### config.mk
export PLATFORM = sky130hd
export DESIGN_NAME = unsigned_compare_byte_sad_ops
export DESIGN_NICKNAME = d
export VERILOG_FILES = /design/src/cmp_sad_pkg.sv /design/src/unsigned_compare_byte_sad_ops.sv
export SDC_FILE = /design/constraint.sdc
export NUM_CORES = 1
export LEC_CHECK = 0
export BUFFER_PORTS_ARGS = -buffer_cell sky130_fd_sc_hd__buf_2
export CAP_MARGIN = 40
export CORE_MARGIN = 4
export CORE_UTILIZATION = 48
export DETAILED_ROUTE_END_ITERATION = 10
export PLACE_DENSITY_LB_ADDON = 0.15
export SETUP_SLACK_MARGIN = 0.15
export SLEW_MARGIN = 20
export SYNTH_ARGS = -nofsm -noshare
export SYNTH_HDL_FRONTEND = slang
export SYNTH_SLANG_ARGS = --single-unit
### constraint.sdc
create_clock -name ref_clk -period 3.1 [get_ports ref_clk]
set_clock_uncertainty 0.15 [all_clocks]
set_input_delay 0.31 -clock ref_clk [delete_from_list [all_inputs] [get_ports ref_clk]]
set_output_delay 0.31 -clock ref_clk [all_outputs]
set_load 0.03 [all_outputs]
### src/cmp_sad_pkg.sv
`default_nettype none

package cmp_sad_pkg;

    // Operand and field widths
    localparam int DATA_W    = 32;
    localparam int MOD_W     = 7;
    localparam int OP_W      = 8;
    localparam int SLOT_W    = 3;
    localparam int SLOTS     = 5;

    // Byte lanes of the absolute-difference sum
    localparam int LANES     = 4;
    localparam int LANE_W    = 8;
    localparam int DIFF_W    = 9;   // Signed lane difference, never wraps
    localparam int SUM_W     = 11;  // Four lanes of at most 255 each

    // Bit positions
    localparam int GUARD_BIT  = 0;
    localparam int RESULT_BIT = 0;

    // Operation codes
    localparam logic [OP_W-1:0] OP_LE_IMM = 8'h2B;
    localparam logic [OP_W-1:0] OP_LT_IMM = 8'h29;
    localparam logic [OP_W-1:0] OP_LT_REG = 8'h21;
    localparam logic [OP_W-1:0] OP_SAD    = 8'h40;

    // Legal issue slots, bit n-1 stands for slot n
    localparam logic [SLOTS-1:0] ALU_SLOTS   = 5'h1F;
    localparam logic [SLOTS-1:0] MEDIA_SLOTS = 5'h05;

    // Lowest and highest slot numbers
    localparam logic [SLOT_W-1:0] SLOT_LO = 3'h1;
    localparam logic [SLOT_W-1:0] SLOT_HI = 3'h5;

    // Result latencies in cycles
    localparam int ALU_LAT   = 1;
    localparam int MEDIA_LAT = 2;

    // Kind of an issued operation
    typedef enum logic [1:0]
    {
        KIND_NONE = 2'h0,
        KIND_CMP  = 2'h1,
        KIND_SAD  = 2'h3
    } op_kind_t;

endpackage : cmp_sad_pkg

`default_nettype wire

### src/unsigned_compare_byte_sad_ops.sv
// How it works
// - Opcode 43: write 1 if source <= 7-bit immediate, else 0, latency 1.
// - Opcode 41: write 1 if source < 7-bit immediate, else 0, latency 1.
// - Opcode 33: write 1 if first source < second source, latency 1.
// - Register less-than runs as greater-than with the two sources swapped.
// - Compares issue in slots one to five; operands are unsigned 32-bit.
// - Sign-extend four byte lanes, subtract, take absolute values, sum them.
// - Byte difference sum: opcode 64, two sources, latency 2, slots 1 or 3.
// - Byte difference sum is exact, no saturation or wraparound anywhere.
// - With a guard, write only when guard bit zero is 1.
// - Without a guard, an accepted operation always writes its destination.
`timescale 1ns/1ps
`default_nettype none

module unsigned_compare_byte_sad_ops #(
    parameter int DEST_W = 7
) (
    input  wire logic                                ref_clk,
    input  wire logic                                rst_n,
    input  wire logic                                issue_valid,
    input  wire logic [cmp_sad_pkg::OP_W-1:0]        issue_opcode,
    input  wire logic [cmp_sad_pkg::SLOT_W-1:0]      issue_slot,
    input  wire logic [cmp_sad_pkg::DATA_W-1:0]      first_source_reg,
    input  wire logic [cmp_sad_pkg::DATA_W-1:0]      second_source_reg,
    input  wire logic [cmp_sad_pkg::MOD_W-1:0]       issue_modifier,
    input  wire logic                                guard_present,
    input  wire logic [cmp_sad_pkg::DATA_W-1:0]      guard_reg,
    input  wire logic [DEST_W-1:0]                   issue_dest,
    output logic                                     issue_refused,
    output logic                                     alu_wr_en,
    output logic [DEST_W-1:0]                        alu_wr_dest,
    output logic [cmp_sad_pkg::DATA_W-1:0]           alu_wr_data,
    output logic                                     media_wr_en,
    output logic [DEST_W-1:0]                        media_wr_dest,
    output logic [cmp_sad_pkg::DATA_W-1:0]           media_wr_data
);

    // Destination index must address at least two registers
    if (DEST_W < 1 || DEST_W > 16)
    begin : g_bad_dest
        $error("DEST_W out of range");
    end

    // The pipeline depth is fixed at one and two stages; other latencies need a redesign
    if (cmp_sad_pkg::ALU_LAT != 1 || cmp_sad_pkg::MEDIA_LAT != 2)
    begin : g_bad_lat
        $error("latency constants do not match the pipeline");
    end

    // Slot legality against a slot mask
    function automatic logic slot_ok(input logic [cmp_sad_pkg::SLOTS-1:0]  mask,
                                     input logic [cmp_sad_pkg::SLOT_W-1:0] slot);
        logic ok;
        ok = 1'b0;
        if (slot >= cmp_sad_pkg::SLOT_LO && slot <= cmp_sad_pkg::SLOT_HI)
            ok = mask[3'(slot - cmp_sad_pkg::SLOT_LO)];
        return ok;
    endfunction : slot_ok

    // The only native register compare; less-than reuses it
    function automatic logic gt_u(input logic [cmp_sad_pkg::DATA_W-1:0] a,
                                  input logic [cmp_sad_pkg::DATA_W-1:0] b);
        return a > b;
    endfunction : gt_u

    // Absolute difference of two signed bytes, one extra bit keeps it exact
    function automatic logic [cmp_sad_pkg::DIFF_W-1:0] lane_absdiff(
        input logic [cmp_sad_pkg::LANE_W-1:0] a,
        input logic [cmp_sad_pkg::LANE_W-1:0] b);
        logic signed [cmp_sad_pkg::DIFF_W-1:0] d;
        d = $signed({a[cmp_sad_pkg::LANE_W-1], a}) - $signed({b[cmp_sad_pkg::LANE_W-1], b});
        return d[cmp_sad_pkg::DIFF_W-1] ? cmp_sad_pkg::DIFF_W'(-d) : cmp_sad_pkg::DIFF_W'(d);
    endfunction : lane_absdiff

    // Issue decode
    cmp_sad_pkg::op_kind_t              kind;
    logic                               cmp_take;
    logic                               sad_take;
    logic                               write_ok;
    logic                               cmp_bit;
    logic [cmp_sad_pkg::DATA_W-1:0]     imm_ext;

    always_comb
    begin
        imm_ext  = cmp_sad_pkg::DATA_W'(issue_modifier);  // Immediate is unsigned 0..127
        kind     = cmp_sad_pkg::KIND_NONE;
        cmp_bit  = 1'b0;
        case (issue_opcode)
            cmp_sad_pkg::OP_LE_IMM:
            begin
                kind    = cmp_sad_pkg::KIND_CMP;
                cmp_bit = first_source_reg <= imm_ext;
            end
            cmp_sad_pkg::OP_LT_IMM:
            begin
                kind    = cmp_sad_pkg::KIND_CMP;
                cmp_bit = first_source_reg < imm_ext;
            end
            cmp_sad_pkg::OP_LT_REG:
            begin
                kind    = cmp_sad_pkg::KIND_CMP;
                cmp_bit = gt_u(second_source_reg, first_source_reg);
            end
            cmp_sad_pkg::OP_SAD:
                kind = cmp_sad_pkg::KIND_SAD;
            default:
                kind = cmp_sad_pkg::KIND_NONE;
        endcase
        // A wrong slot or unknown code is dropped and flagged, never executed
        cmp_take = issue_valid && kind == cmp_sad_pkg::KIND_CMP
                   && slot_ok(cmp_sad_pkg::ALU_SLOTS, issue_slot);
        sad_take = issue_valid && kind == cmp_sad_pkg::KIND_SAD
                   && slot_ok(cmp_sad_pkg::MEDIA_SLOTS, issue_slot);
        write_ok = !guard_present || guard_reg[cmp_sad_pkg::GUARD_BIT];
        issue_refused = issue_valid && !cmp_take && !sad_take;
    end

    // Compare unit, one stage
    logic                               alu_en_r;
    logic                               alu_en_nxt;
    logic [DEST_W-1:0]                  alu_dest_r;
    logic [DEST_W-1:0]                  alu_dest_nxt;
    logic [cmp_sad_pkg::DATA_W-1:0]     alu_data_r;
    logic [cmp_sad_pkg::DATA_W-1:0]     alu_data_nxt;

    always_comb
    begin
        alu_en_nxt   = cmp_take && write_ok;
        alu_dest_nxt = alu_dest_r;
        alu_data_nxt = alu_data_r;
        if (alu_en_nxt)
        begin
            alu_dest_nxt = issue_dest;
            alu_data_nxt = '0;
            alu_data_nxt[cmp_sad_pkg::RESULT_BIT] = cmp_bit;
        end
    end

    always_ff @(posedge ref_clk or negedge rst_n)
    begin
        if (!rst_n)
        begin
            alu_en_r   <= 1'b0;
            alu_dest_r <= '0;
            alu_data_r <= '0;
        end
        else
        begin
            alu_en_r   <= alu_en_nxt;
            alu_dest_r <= alu_dest_nxt;
            alu_data_r <= alu_data_nxt;
        end
    end

    // Media unit: lane differences, then the sum; split to meet the two-cycle slot
    logic                               s1_vld_r;
    logic                               s1_vld_nxt;
    logic [DEST_W-1:0]                  s1_dest_r;
    logic [DEST_W-1:0]                  s1_dest_nxt;
    logic [cmp_sad_pkg::DIFF_W-1:0]     s1_diff_r   [cmp_sad_pkg::LANES];
    logic [cmp_sad_pkg::DIFF_W-1:0]     s1_diff_nxt [cmp_sad_pkg::LANES];
    logic                               med_en_r;
    logic                               med_en_nxt;
    logic [DEST_W-1:0]                  med_dest_r;
    logic [DEST_W-1:0]                  med_dest_nxt;
    logic [cmp_sad_pkg::DATA_W-1:0]     med_data_r;
    logic [cmp_sad_pkg::DATA_W-1:0]     med_data_nxt;
    logic [cmp_sad_pkg::SUM_W-1:0]      sum;

    always_comb
    begin
        s1_vld_nxt  = sad_take && write_ok;
        s1_dest_nxt = s1_vld_nxt ? issue_dest : s1_dest_r;
        for (int i = 0; i < cmp_sad_pkg::LANES; i++)
            s1_diff_nxt[i] = s1_vld_nxt
                ? lane_absdiff(first_source_reg[i*cmp_sad_pkg::LANE_W +: cmp_sad_pkg::LANE_W],
                               second_source_reg[i*cmp_sad_pkg::LANE_W +: cmp_sad_pkg::LANE_W])
                : s1_diff_r[i];
        sum = '0;
        for (int i = 0; i < cmp_sad_pkg::LANES; i++)
            sum = sum + cmp_sad_pkg::SUM_W'(s1_diff_r[i]);
        med_en_nxt   = s1_vld_r;
        med_dest_nxt = s1_vld_r ? s1_dest_r : med_dest_r;
        med_data_nxt = s1_vld_r ? cmp_sad_pkg::DATA_W'(sum) : med_data_r;
    end

    always_ff @(posedge ref_clk or negedge rst_n)
    begin
        if (!rst_n)
        begin
            s1_vld_r   <= 1'b0;
            s1_dest_r  <= '0;
            s1_diff_r  <= '{default: '0};
            med_en_r   <= 1'b0;
            med_dest_r <= '0;
            med_data_r <= '0;
        end
        else
        begin
            s1_vld_r   <= s1_vld_nxt;
            s1_dest_r  <= s1_dest_nxt;
            s1_diff_r  <= s1_diff_nxt;
            med_en_r   <= med_en_nxt;
            med_dest_r <= med_dest_nxt;
            med_data_r <= med_data_nxt;
        end
    end

    // Write ports come straight from flip-flops
    assign alu_wr_en     = alu_en_r;
    assign alu_wr_dest   = alu_dest_r;
    assign alu_wr_data   = alu_data_r;
    assign media_wr_en   = med_en_r;
    assign media_wr_dest = med_dest_r;
    assign media_wr_data = med_data_r;

    // Independent reference for the byte sum, in plain integers
    function automatic int sad_ref(input logic [31:0] a, input logic [31:0] b);
        int s;
        int d;
        s = 0;
        for (int i = 0; i < 4; i++)
        begin
            d = int'($signed(a[i*8 +: 8])) - int'($signed(b[i*8 +: 8]));
            s = s + ((d < 0) ? -d : d);
        end
        return s;
    endfunction : sad_ref
endmodule : unsigned_compare_byte_sad_ops

`default_nettype wire

-- Yosys cells after proc, flatten, opt, wreduce, memory -nomap -nowiden
Memory sizes are Yosys's and may differ from the RTL's.
Index checks and enable logic that the tools add are counted.
- equal/unequal tests: 6
- order comparisons: 6
- reduce and logical (&&, ||, !) cells: 14
- add/subtract/negate cells: 12
- multiplexer cells: 10
- operators with widths (cell ; count):
    $mux 9 ; 4
    $neg 9->9 ; 4
    $sub 8x8->9 ; 4
    $gt 32x32->1 ; 1
    $le 32x7->1 ; 1
    $lt 32x7->1 ; 1
    $eq 8x6->1 const B ; 3
    $add 10x9->11 ; 1
    $add 11x9->11 ; 1
    $add 9x9->10 ; 1
    $logic_and 1x1->1 ; 9
    $eq 8x7->1 const B ; 1
    $lt 3x4->1 const B ; 1
    $mux 1 ; 4
    $pmux 2 s2 ; 1
    $ge 3x1->1 const B ; 1
    $le 3x3->1 const B ; 1
    $logic_not 1->1 ; 3
    $pmux 1 s3 ; 1
    $reduce_or 3->1 ; 1
    $sub 3x1->3 const B ; 1
    $eq 2x1->1 const B ; 1
    $eq 2x2->1 const B ; 1
    $logic_or 1x1->1 ; 1
- logic and storage cells: 62
- ROM bits: 16
- input port bits: 125
- flip-flop bits (word level): 72
- memories: 2
- output and inout bits: 81
- memory list (memory ; depth ; bits a word ; read ports ; clocked after Yosys merged registers in ; wr ports ; RTL line ; RTL):
    (no name shown) ; 8 ; 1 ; 1 ; 0 ; 0 ; unsigned_compare_byte_sad_ops.sv:56 ; ok = mask[3'(slot - cmp_sad_pkg::SLOT_LO)];
    (no name shown) ; 8 ; 1 ; 1 ; 0 ; 0 ; unsigned_compare_byte_sad_ops.sv:56 ;

-- Longest topological paths before layout
Gate-level depths: netlist of the first run.
- depth after elaboration: 9
- depth in mapped cells: 12
- gate-level depth less buffers: 12

-- Worst setup path before layout of the first run
OpenSTA, ideal clock, no wires.
- path kind: register to register
- start: reg s1_diff_r[2] (netlist name)
- end: reg med_data_r (netlist bit media_wr_data[8])
- setup time: 125 ps
- data required time: 2825 ps
- cell stages (with the launch flop): 13
- buffers on the path: 0
- arrival: 3036 ps
- clock period less this slack: 3311 ps
- path slack: -211 ps
- cell sequence: dfrtp_1 -> inv_1 -> fa_1 -> fa_1 -> inv_1 -> ha_1 -> a21o_1 -> a21oi_1 -> o21ai_0 -> a211o_1 -> a31oi_1 -> xnor2_1 -> mux2_2
- cells in the longest elaborated chain, start to end: 1
- ends and longest elaborated chain (what ; RTL line ; RTL):
    from (decl) ; unsigned_compare_byte_sad_ops.sv:160 ; logic [cmp_sad_pkg::DIFF_W-1:0] s1_diff_r [cmp_sad_pkg::LANES];
    from (signal assigned) ; unsigned_compare_byte_sad_ops.sv:202 ; s1_diff_r <= s1_diff_nxt;
    $add 11x9->11 ; unsigned_compare_byte_sad_ops.sv:181 ; sum = sum + cmp_sad_pkg::SUM_W'(s1_diff_r[i]);
    to (signal assigned) ; unsigned_compare_byte_sad_ops.sv:205 ; med_data_r <= med_data_nxt;
    to (decl) ; unsigned_compare_byte_sad_ops.sv:166 ; logic [cmp_sad_pkg::DATA_W-1:0] med_data_r;
No other way between the ends.
A chain may end at the register's enable or synchronous reset.

-- Worst setup path in the final report of the first run
- start: reg s1_diff_r[20] (netlist name)
- end: reg med_data_r (netlist bit media_wr_data[7])
- cells in the longest elaborated chain, start to end: 3
- ends and longest elaborated chain (what ; RTL line):
    $add 9x9->10 ; unsigned_compare_byte_sad_ops.sv:181
    $add 10x9->11 ; unsigned_compare_byte_sad_ops.sv:181
    $add 11x9->11 ; unsigned_compare_byte_sad_ops.sv:181
No other way between the ends.

==> results of run 1 <==
-- cell usage in the layout, fill, tap and decap left out, drive strengths merged, types with 12 or more instances in the layout --
master / netlist / routed
nor3: 12 / 12
nor2: 42 / 42
mux2: 21 / 21
buf: 60 / 144
inv: 128 / 130
o21ai: 57 / 57
xnor2: 33 / 33
nand3: 13 / 13
ha: 84 / 84
nand2: 81 / 81
xor2: 12 / 12
conb: 1 / 52
a21oi: 29 / 29
fa: 22 / 22
nand4: 13 / 13
dfrtp: 72 / 72
-- layer usage --
| layer | vias up | GRT usage (%) |
|---|---|---|
| met4 | 0 | 4.88 |
| li1 | 2905 | - |
| met1 | 2558 | 25.3 |
| met3 | 15 | 2.45 |
| met5 | - | 0 |
| met2 | 145 | 30.8 |
-- worst register-to-register path: cells and delay by family (launching register included) --
family | cells | cell delay [ps]
AO/OA/AOI/OAI | 3 | 320
XOR/XNOR | 1 | 120
adder cells (fa/ha/maj) | 3 | 1400
buffers and inverters | 2 | 220
flip-flops | 1 | 360
multiplexers | 1 | 250
AND/OR/NAND/NOR | 2 | 290
-- logic make-up (layout without fill, tap and decap cells) --
group	count (synthesis)	after routing	synth area share, %
other cells	1	52	0.0534
xor+xnor	45	45	5.61
compound gates	152	152	14.2
simple gates	214	214	14.6
buf+inv	200	290	13.7
mux	31	31	4.97
flops	72	72	25.7
fa+ha+maj	106	106	21.2
-- registers in the layout (all words and copies together) (netlist names) --
name	count
s1_diff_r	36
alu_wr_en	1
med_en_nxt	1
media_wr_en	1
media_wr_dest	7
media_wr_data	11
alu_wr_data	1
s1_dest_r	7
alu_wr_dest	7
-- power groups by stage --
stage                     Combinational (µW)  Clock [µW]  Sequential, µW
after floorplan                          726           0            1000
after global placement                   944           0             982
after detailed placement                 951           0             983
after CTS                                957         996             966
after global routing                    1070        1040             967
final                                    955         981             966
-- worst paths after layout --
kind | end | from | slack, ps | cells after the start
worst min register to register | s1_dest_r[5] | s1_dest_r[5] | 320 | 2
worst max-delay path | media_wr_data[7] | s1_diff_r[20] | -110 | 12
min in group asynchronous | alu_wr_dest[0] | rst_n | 310 | 2
worst min-delay path | s1_dest_r[4] | issue_dest[4] | 30 | 3
max in group asynchronous | s1_diff_r[19] | rst_n | 1730 | 3
worst max register to register | media_wr_data[7] | s1_diff_r[20] | -110 | 12
-- final cells by class --
class,count,area [µm²],share of cell area (%)
Clock buffer,11,243,2.99
Clock inverter,5,40.0,0.493
Inverter,129,484,5.97
Multi-Input combinational cell,600,4510,55.6
Sequential cell,72,1800,22.2
Tap cell,180,225,2.78
Timing Repair Buffer,145,810,9.98
-- timing repair --
item                                    CTS  global route
gates resized for setup                   7             7
pin swaps                                 5             8
endpoints found under the setup margin    6             6
endpoints found under the hold margin    19             0
hold buffers                              1             0
buffers inserted                          4             3
-- through the flow --
step	hold slack (ps)	setup TNS (ps)	setup WS, ps	std cells	util, %
floorplan	-136	-115	-62.0	872	-
global placement	154	-279	-126	1118	54.7
detailed placement	156	-501	-181	1118	54.7
CTS	16.6	-634	-203	1139	57.2
global route	38.8	-937	-234	1142	57.6
finish	26.3	-329	-109	1142	57.6
==> summary.txt, run 1 <==
Status
  • Status: finished, violations left
  • Failing checks: negative setup slack

Timing
  • RSZ-0062 raised after global routing: yes
  • Clock period minus worst slack: between 3000 and 4000 ps
  • Slew Limit Headroom: around 50%
  • Final WS setup: -109 ps
  • Endpoints failing setup: 4
  • Worst Tran Pin Value: around 770 ps
  • Fin. Hold Viols: 0
  • Max Freq: around 310 MHz
  • Slew Limit Fails: 0
  • Fin crit share: 104%

Worst setup path
  • Critical path type: register to register
  • Critical Path RT: roughly 3200 ps
  • Crit Path Max Fanout: 2
  • Crit-path max cell delay: 550 ps
  • Crit path DAT: approximately 3300 ps
  • CP max-delay cell: fa_1
  • Critical Path, Cell by Cell: inv_2, fa_1, fa_1, buf_4, fa_2, nor2b_2, o21ai_2, a21boi_2, o21ai_2, nor2b_2, xnor2_1, mux2_4
  • Worst Setup Start Kind: register
  • CP top delay family: adder cells
  • Crit. End Element: register
  • CP Buf/Inv Count: 2

Finish
  • Share of cells above drive strength 1: around 22%
  • P&R area growth vs syn: 15.6%
  • Layout fillers: 1334
  • Final instance area: about 0.0081 mm²
  • NumNets Final: roughly 1200
  • Antenna Diode Count: 0

Synthesis
  • Cell variety after synth: 67
  • Commonest cells in the netlist: 128 x inv_1, 84 x ha_1, 81 x nand2_1
  • Main flop type after synthesis: dfrtp_1
  • Post-synth EDFFs: 0
  • Syn Std Cell Area: approximately 0.0070 mm²
  • Most area-hungry cell type in the Yosys netlist: dfrtp_1
  • Cells after synthesis: between 800 and 900
  • Most frequent cell after synthesis: inv_1
  • Sequential area share after synthesis: about 26%
  • Register bit total from synthesis: 72
  • Asr flop ratio synth: between 90% and 100%
  • Yosys top cell area share: between 20% and 30%
  • Synth Area per Inst: approximately 8.6 µm²
  • Top area cells in the synthesized netlist: dfrtp_1 26%, ha_1 15%, inv_1 6.8%
  • Synth warn: 0

Die
  • Initial Util: about half
  • Die area: approximately 0.017 mm²
  • Core area: 0.0141 mm²
  • IO Pins: ~200
  • Die Wd: around 130 µm
  • Placement Rows: 43
  • Die Y: about 130 µm

Detailed routing
  • Final wirelength: between 15 and 20 mm
  • First-pass iteration count of the detailed router: 5
  • Detail Route Antenna Nets: 0
  • Metal3 WL: ~800 µm
  • Detailed-route wire length per cell: around 13 µm
  • Met1 Wirelength: approximately 7.0 mm
  • Met2 routed WL: 7.18 mm
  • 1st-iter DRT viols: between 200 and 250
  • Vias/cell: 4.92
  • Vias: 5623
  • Top Metal Used: met4
  • # DRC: 0

Placed design
  • # port buffers: ~120
  • DP Wirelength: ~13 mm
  • DP Area: 0.00771 mm²
  • Routability Congestion: 0.846

Clocking
  • CTS tree: done
  • Clock sinks: around 70
  • Worst-skew pair later-pin latency: between 300 and 400 ps
  • CTS clock-pin slew for the worst setup and hold paths: roughly 60 ps
  • CTS Buffer Depth: 2
  • Clock root cell: clkbuf_16
  • Htree depth: 3
  • Num CTS Buffers: 9

Global route
  • First-pass GRT wire length: 24.9 mm
  • Total track usage: around 18%
  • Largest net degree at the start of global routing: 57
  • Initial antenna violation count: 0
  • Vias in the first global route: about 5300
  • Grt ovf: 0

Power
  • Internal power: approximately 1900 µW
  • Sequential group share of total power: between 30% and 40%
  • Sw frac: about a third
  • Psw: about 1000 µW
  • Combinational power share: between 30% and 40%
  • Static leakage: 0.00432 µW
  • Clock power frac: roughly 34%
  • Pwr dens: around 360 mW/mm²
  • Peak VDD IR: around 200 µV
  • Design Power: between 2000 and 3000 µW

Worst hold path
  • HP Class: primary input to register

Flow run
  • # Max-Cap Violations: 0
Note: power is estimated with default switching activity, not from simulation.
==> inputs of run 2 (changes only) <==
- SKIP_LAST_GASP: unset -> 1
- clock period: 3.1 -> 2.7 ns (I/O delays scaled with it)
==> run 2 against run 1 <==
The flow still finishes with violations (negative setup slack). Cell count up 5.3%. Register-to-register slack worse by 510 ps. Utilization up 3.9 points. Largest cell class unchanged.
==> summary.txt, run 2 (synthesis gave the netlist of run 1 again) <==
Status
  • Status: finished, violations left
  • Failing checks: negative setup slack

Worst setup path
  • Crit. End Element: register
  • CP top delay family: adder cells
  • Critical Path RT: 2760 ps (-410 ps)
  • Crit-path max cell delay: 570 ps (+20 ps)
  • Reg-to-Reg Start: s1_diff_r[11]
  • CP max-delay cell: fa_1
  • Critical path type: register to register
  • CP Buf/Inv Count: 3 (+1)
  • Reg2reg path depth: 13 (+1)
  • Crit Path Max Fanout: 2 (unchanged)
  • Crit path DAT: 3380 ps (+100 ps)
  • Reg-to-reg slack, setup: -620 ps (-510 ps)
  • R2r endpoint: media_wr_data[7]
  • Critical Path, Cell by Cell: inv_2, fa_1, fa_1, buf_4, buf_6, fa_2, nor2b_2, o21ai_2, a21boi_2, o21ai_2, nor2b_4, xnor2_2, mux2_4
  • Worst Setup Start Kind: register

Power
  • Peak VDD IR: 331 µV (+61%)
  • Static leakage: 0.00467 µW (+8.2%)
  • Design Power: 3510 µW (+21%)
  • Pwr dens: 406 mW/mm² (+13%)

Placed design
  • DP Area: 0.00808 mm² (+4.8%)
  • Routability Congestion: 0.878 (+3.7%)
  • DP Wirelength: 13.3 mm (+5.2%)
  • Pre-CTS setup slack: -600 ps (-419 ps)
  • # port buffers: 122 (unchanged)

Timing
  • Fin. Hold Viols: 0 (unchanged)
  • TNS Setup: -3750 ps (-3420 ps)
  • RSZ-0062 raised after global routing: yes
  • Worst Tran Pin Value: 622 ps (-144 ps)
  • Final WS setup: -621 ps (-512 ps)
  • Slew Limit Fails: 0 (unchanged)
  • Slew Limit Headroom: 58.5% (+9.6 points)
  • Fin crit share: 123% (+19 points)
  • Endpoints failing setup: 8 (+4)
  • Clock period minus worst slack: 3320 ps (+112 ps)
  • Max Freq: 301 MHz (-3.4%)

Global route
  • Initial antenna violation count: 0 (unchanged)
  • Grt ovf: 0 (unchanged)
  • Vias in the first global route: 5674 (+6.6%)
  • First-pass GRT wire length: 26.2 mm (+5.1%)
  • Largest net degree at the start of global routing: 48 (-16%)
  • Total track usage: 19.3% (+0.81 points)

Clocking
  • CTS clock-pin slew for the worst setup and hold paths: 60 ps (about the same)
  • Clock sinks: 72 (unchanged)
  • Num CTS Buffers: 9 (unchanged)
  • Worst-skew pair later-pin latency: 330 ps (about the same)
  • CTS tree: done
  • Htree depth: 3 (unchanged)
  • CTS Buffer Depth: 2 (unchanged)
  • Clock root cell: clkbuf_16

Die
  • Die Wd: 129 µm (unchanged)
  • Placement Rows: 43 (unchanged)
  • Core area: 0.0141 mm² (unchanged)
  • Initial Util: 49.8% (unchanged)
  • Die Y: 129 µm (unchanged)
  • Die area: 0.0166 mm² (unchanged)
  • IO Pins: 206 (unchanged)

Worst hold path
  • HP Class: primary input to register
  • Hold EP: s1_dest_r[0]
  • Hold Path Stages: 3 (unchanged)
  • Hold path start: issue_dest[0]

Finish
  • NumNets Final: 1248 (+5.1%)
  • Share of cells above drive strength 1: 27.2% (+5.0 points)
  • Most frequent cells in the layout: 123 x inv_1, 122 x buf_2, 82 x ha_1, 81 x nand2_1
  • Most common library cell in the layout ignoring fill and taps: inv_1
  • Biggest register: s1_diff_r
  • P&R area growth vs syn: 23.4%
  • Largest register FFs: 36 (unchanged)
  • Layout fillers: 1298 (-2.7%)
  • Final instance area: 0.00866 mm² (+6.8%)
  • Final design utilization: 61.5% (+3.9 points)

Detailed routing
  • Detail Route Antenna Nets: 0 (unchanged)
  • # DRC: 0 (unchanged)
  • Final wirelength: 16.0 mm (+5.0%)
  • Vias: 5843 (+3.9%)
  • Detailed-route wire length per cell: 13.3 µm (-0.30%)
  • 1st-iter DRT viols: 237 (+16%)
  • First-pass iteration count of the detailed router: 4 (-1)
  • Vias/cell: 4.86 (-1.4%)

Flow run
  • # Max-Cap Violations: 0 (unchanged)
run 2: timing repair:
| action | 4_1_cts | 5_1_grt |
|---|---|---|
| hold buffers | 4 | 0 |
| gates resized for setup | 9 | 20 |
| setup buffers | 9 | 6 |
| endpoints found under the hold margin | 29 | 0 |
| pin swaps | 6 | 17 |
| endpoints found under the setup margin | 8 | 9 |
run 2: worst max-delay path by stage:
stage	slack, ps	to	cells after the start	startpoint
4_1_cts	-600	media_wr_data[7]	12	s1_diff_r[19]
2_1_floorplan	-460	media_wr_data[8]	12	s1_diff_r[20]
6_report	-620	media_wr_data[7]	13	s1_diff_r[11]
3_5_place_dp	-600	media_wr_data[7]	12	s1_diff_r[19]
3_3_place_gp	-520	media_wr_data[7]	12	s1_diff_r[19]
5_1_grt	-710	media_wr_data[7]	13	s1_diff_r[11]
run 2: tightest hold or removal path, delay by kind of cell:
kind,cells,cell delay [ps]
buffers and inverters,1,90
AND/OR/NAND/NOR,2,90
run 2: cell type report:
class	instances	area (µm²)	share of cell area (%)
Multi-Input combinational cell	600	4570	52.8
Sequential cell	72	1800	20.8
Timing Repair Buffer	205	1280	14.8
Inverter	129	484	5.59
Clock buffer	11	243	2.80
Tap cell	180	225	2.60
Clock inverter	5	56.3	0.650
Antenna cell	1	2.50	0.0289
run 2: stage by stage:
stage	instances	hold slack [ps]
after floorplan	872	-176
after global placement	1167	168
after detailed placement	1167	170
after CTS	1196	0.0716
after global routing	1202	17.3
final	1203	6.53
run 2: metal layers:
metal	wire length [µm]	global-route usage (%)	part of all wire [%]	vias to the layer above
met2	7640	32.7	48	141
met1	7290	26.0	46	2666
li1	-	-	-	3020
met4	220	4.82	1.4	0
met5	0	0	0	-
met3	807	2.66	5.1	16
run 2: where the power goes:
| group | internal [µW] | total [µW] | switching [µW] | leakage (µW) |
|---|---|---|---|---|
| logic | 529 | 1220 | 690 | 0.00353 |
| clock network | 739 | 1190 | 447 | 0.000146 |
| registers | 1100 | 1110 | 10.3 | 0.000997 |
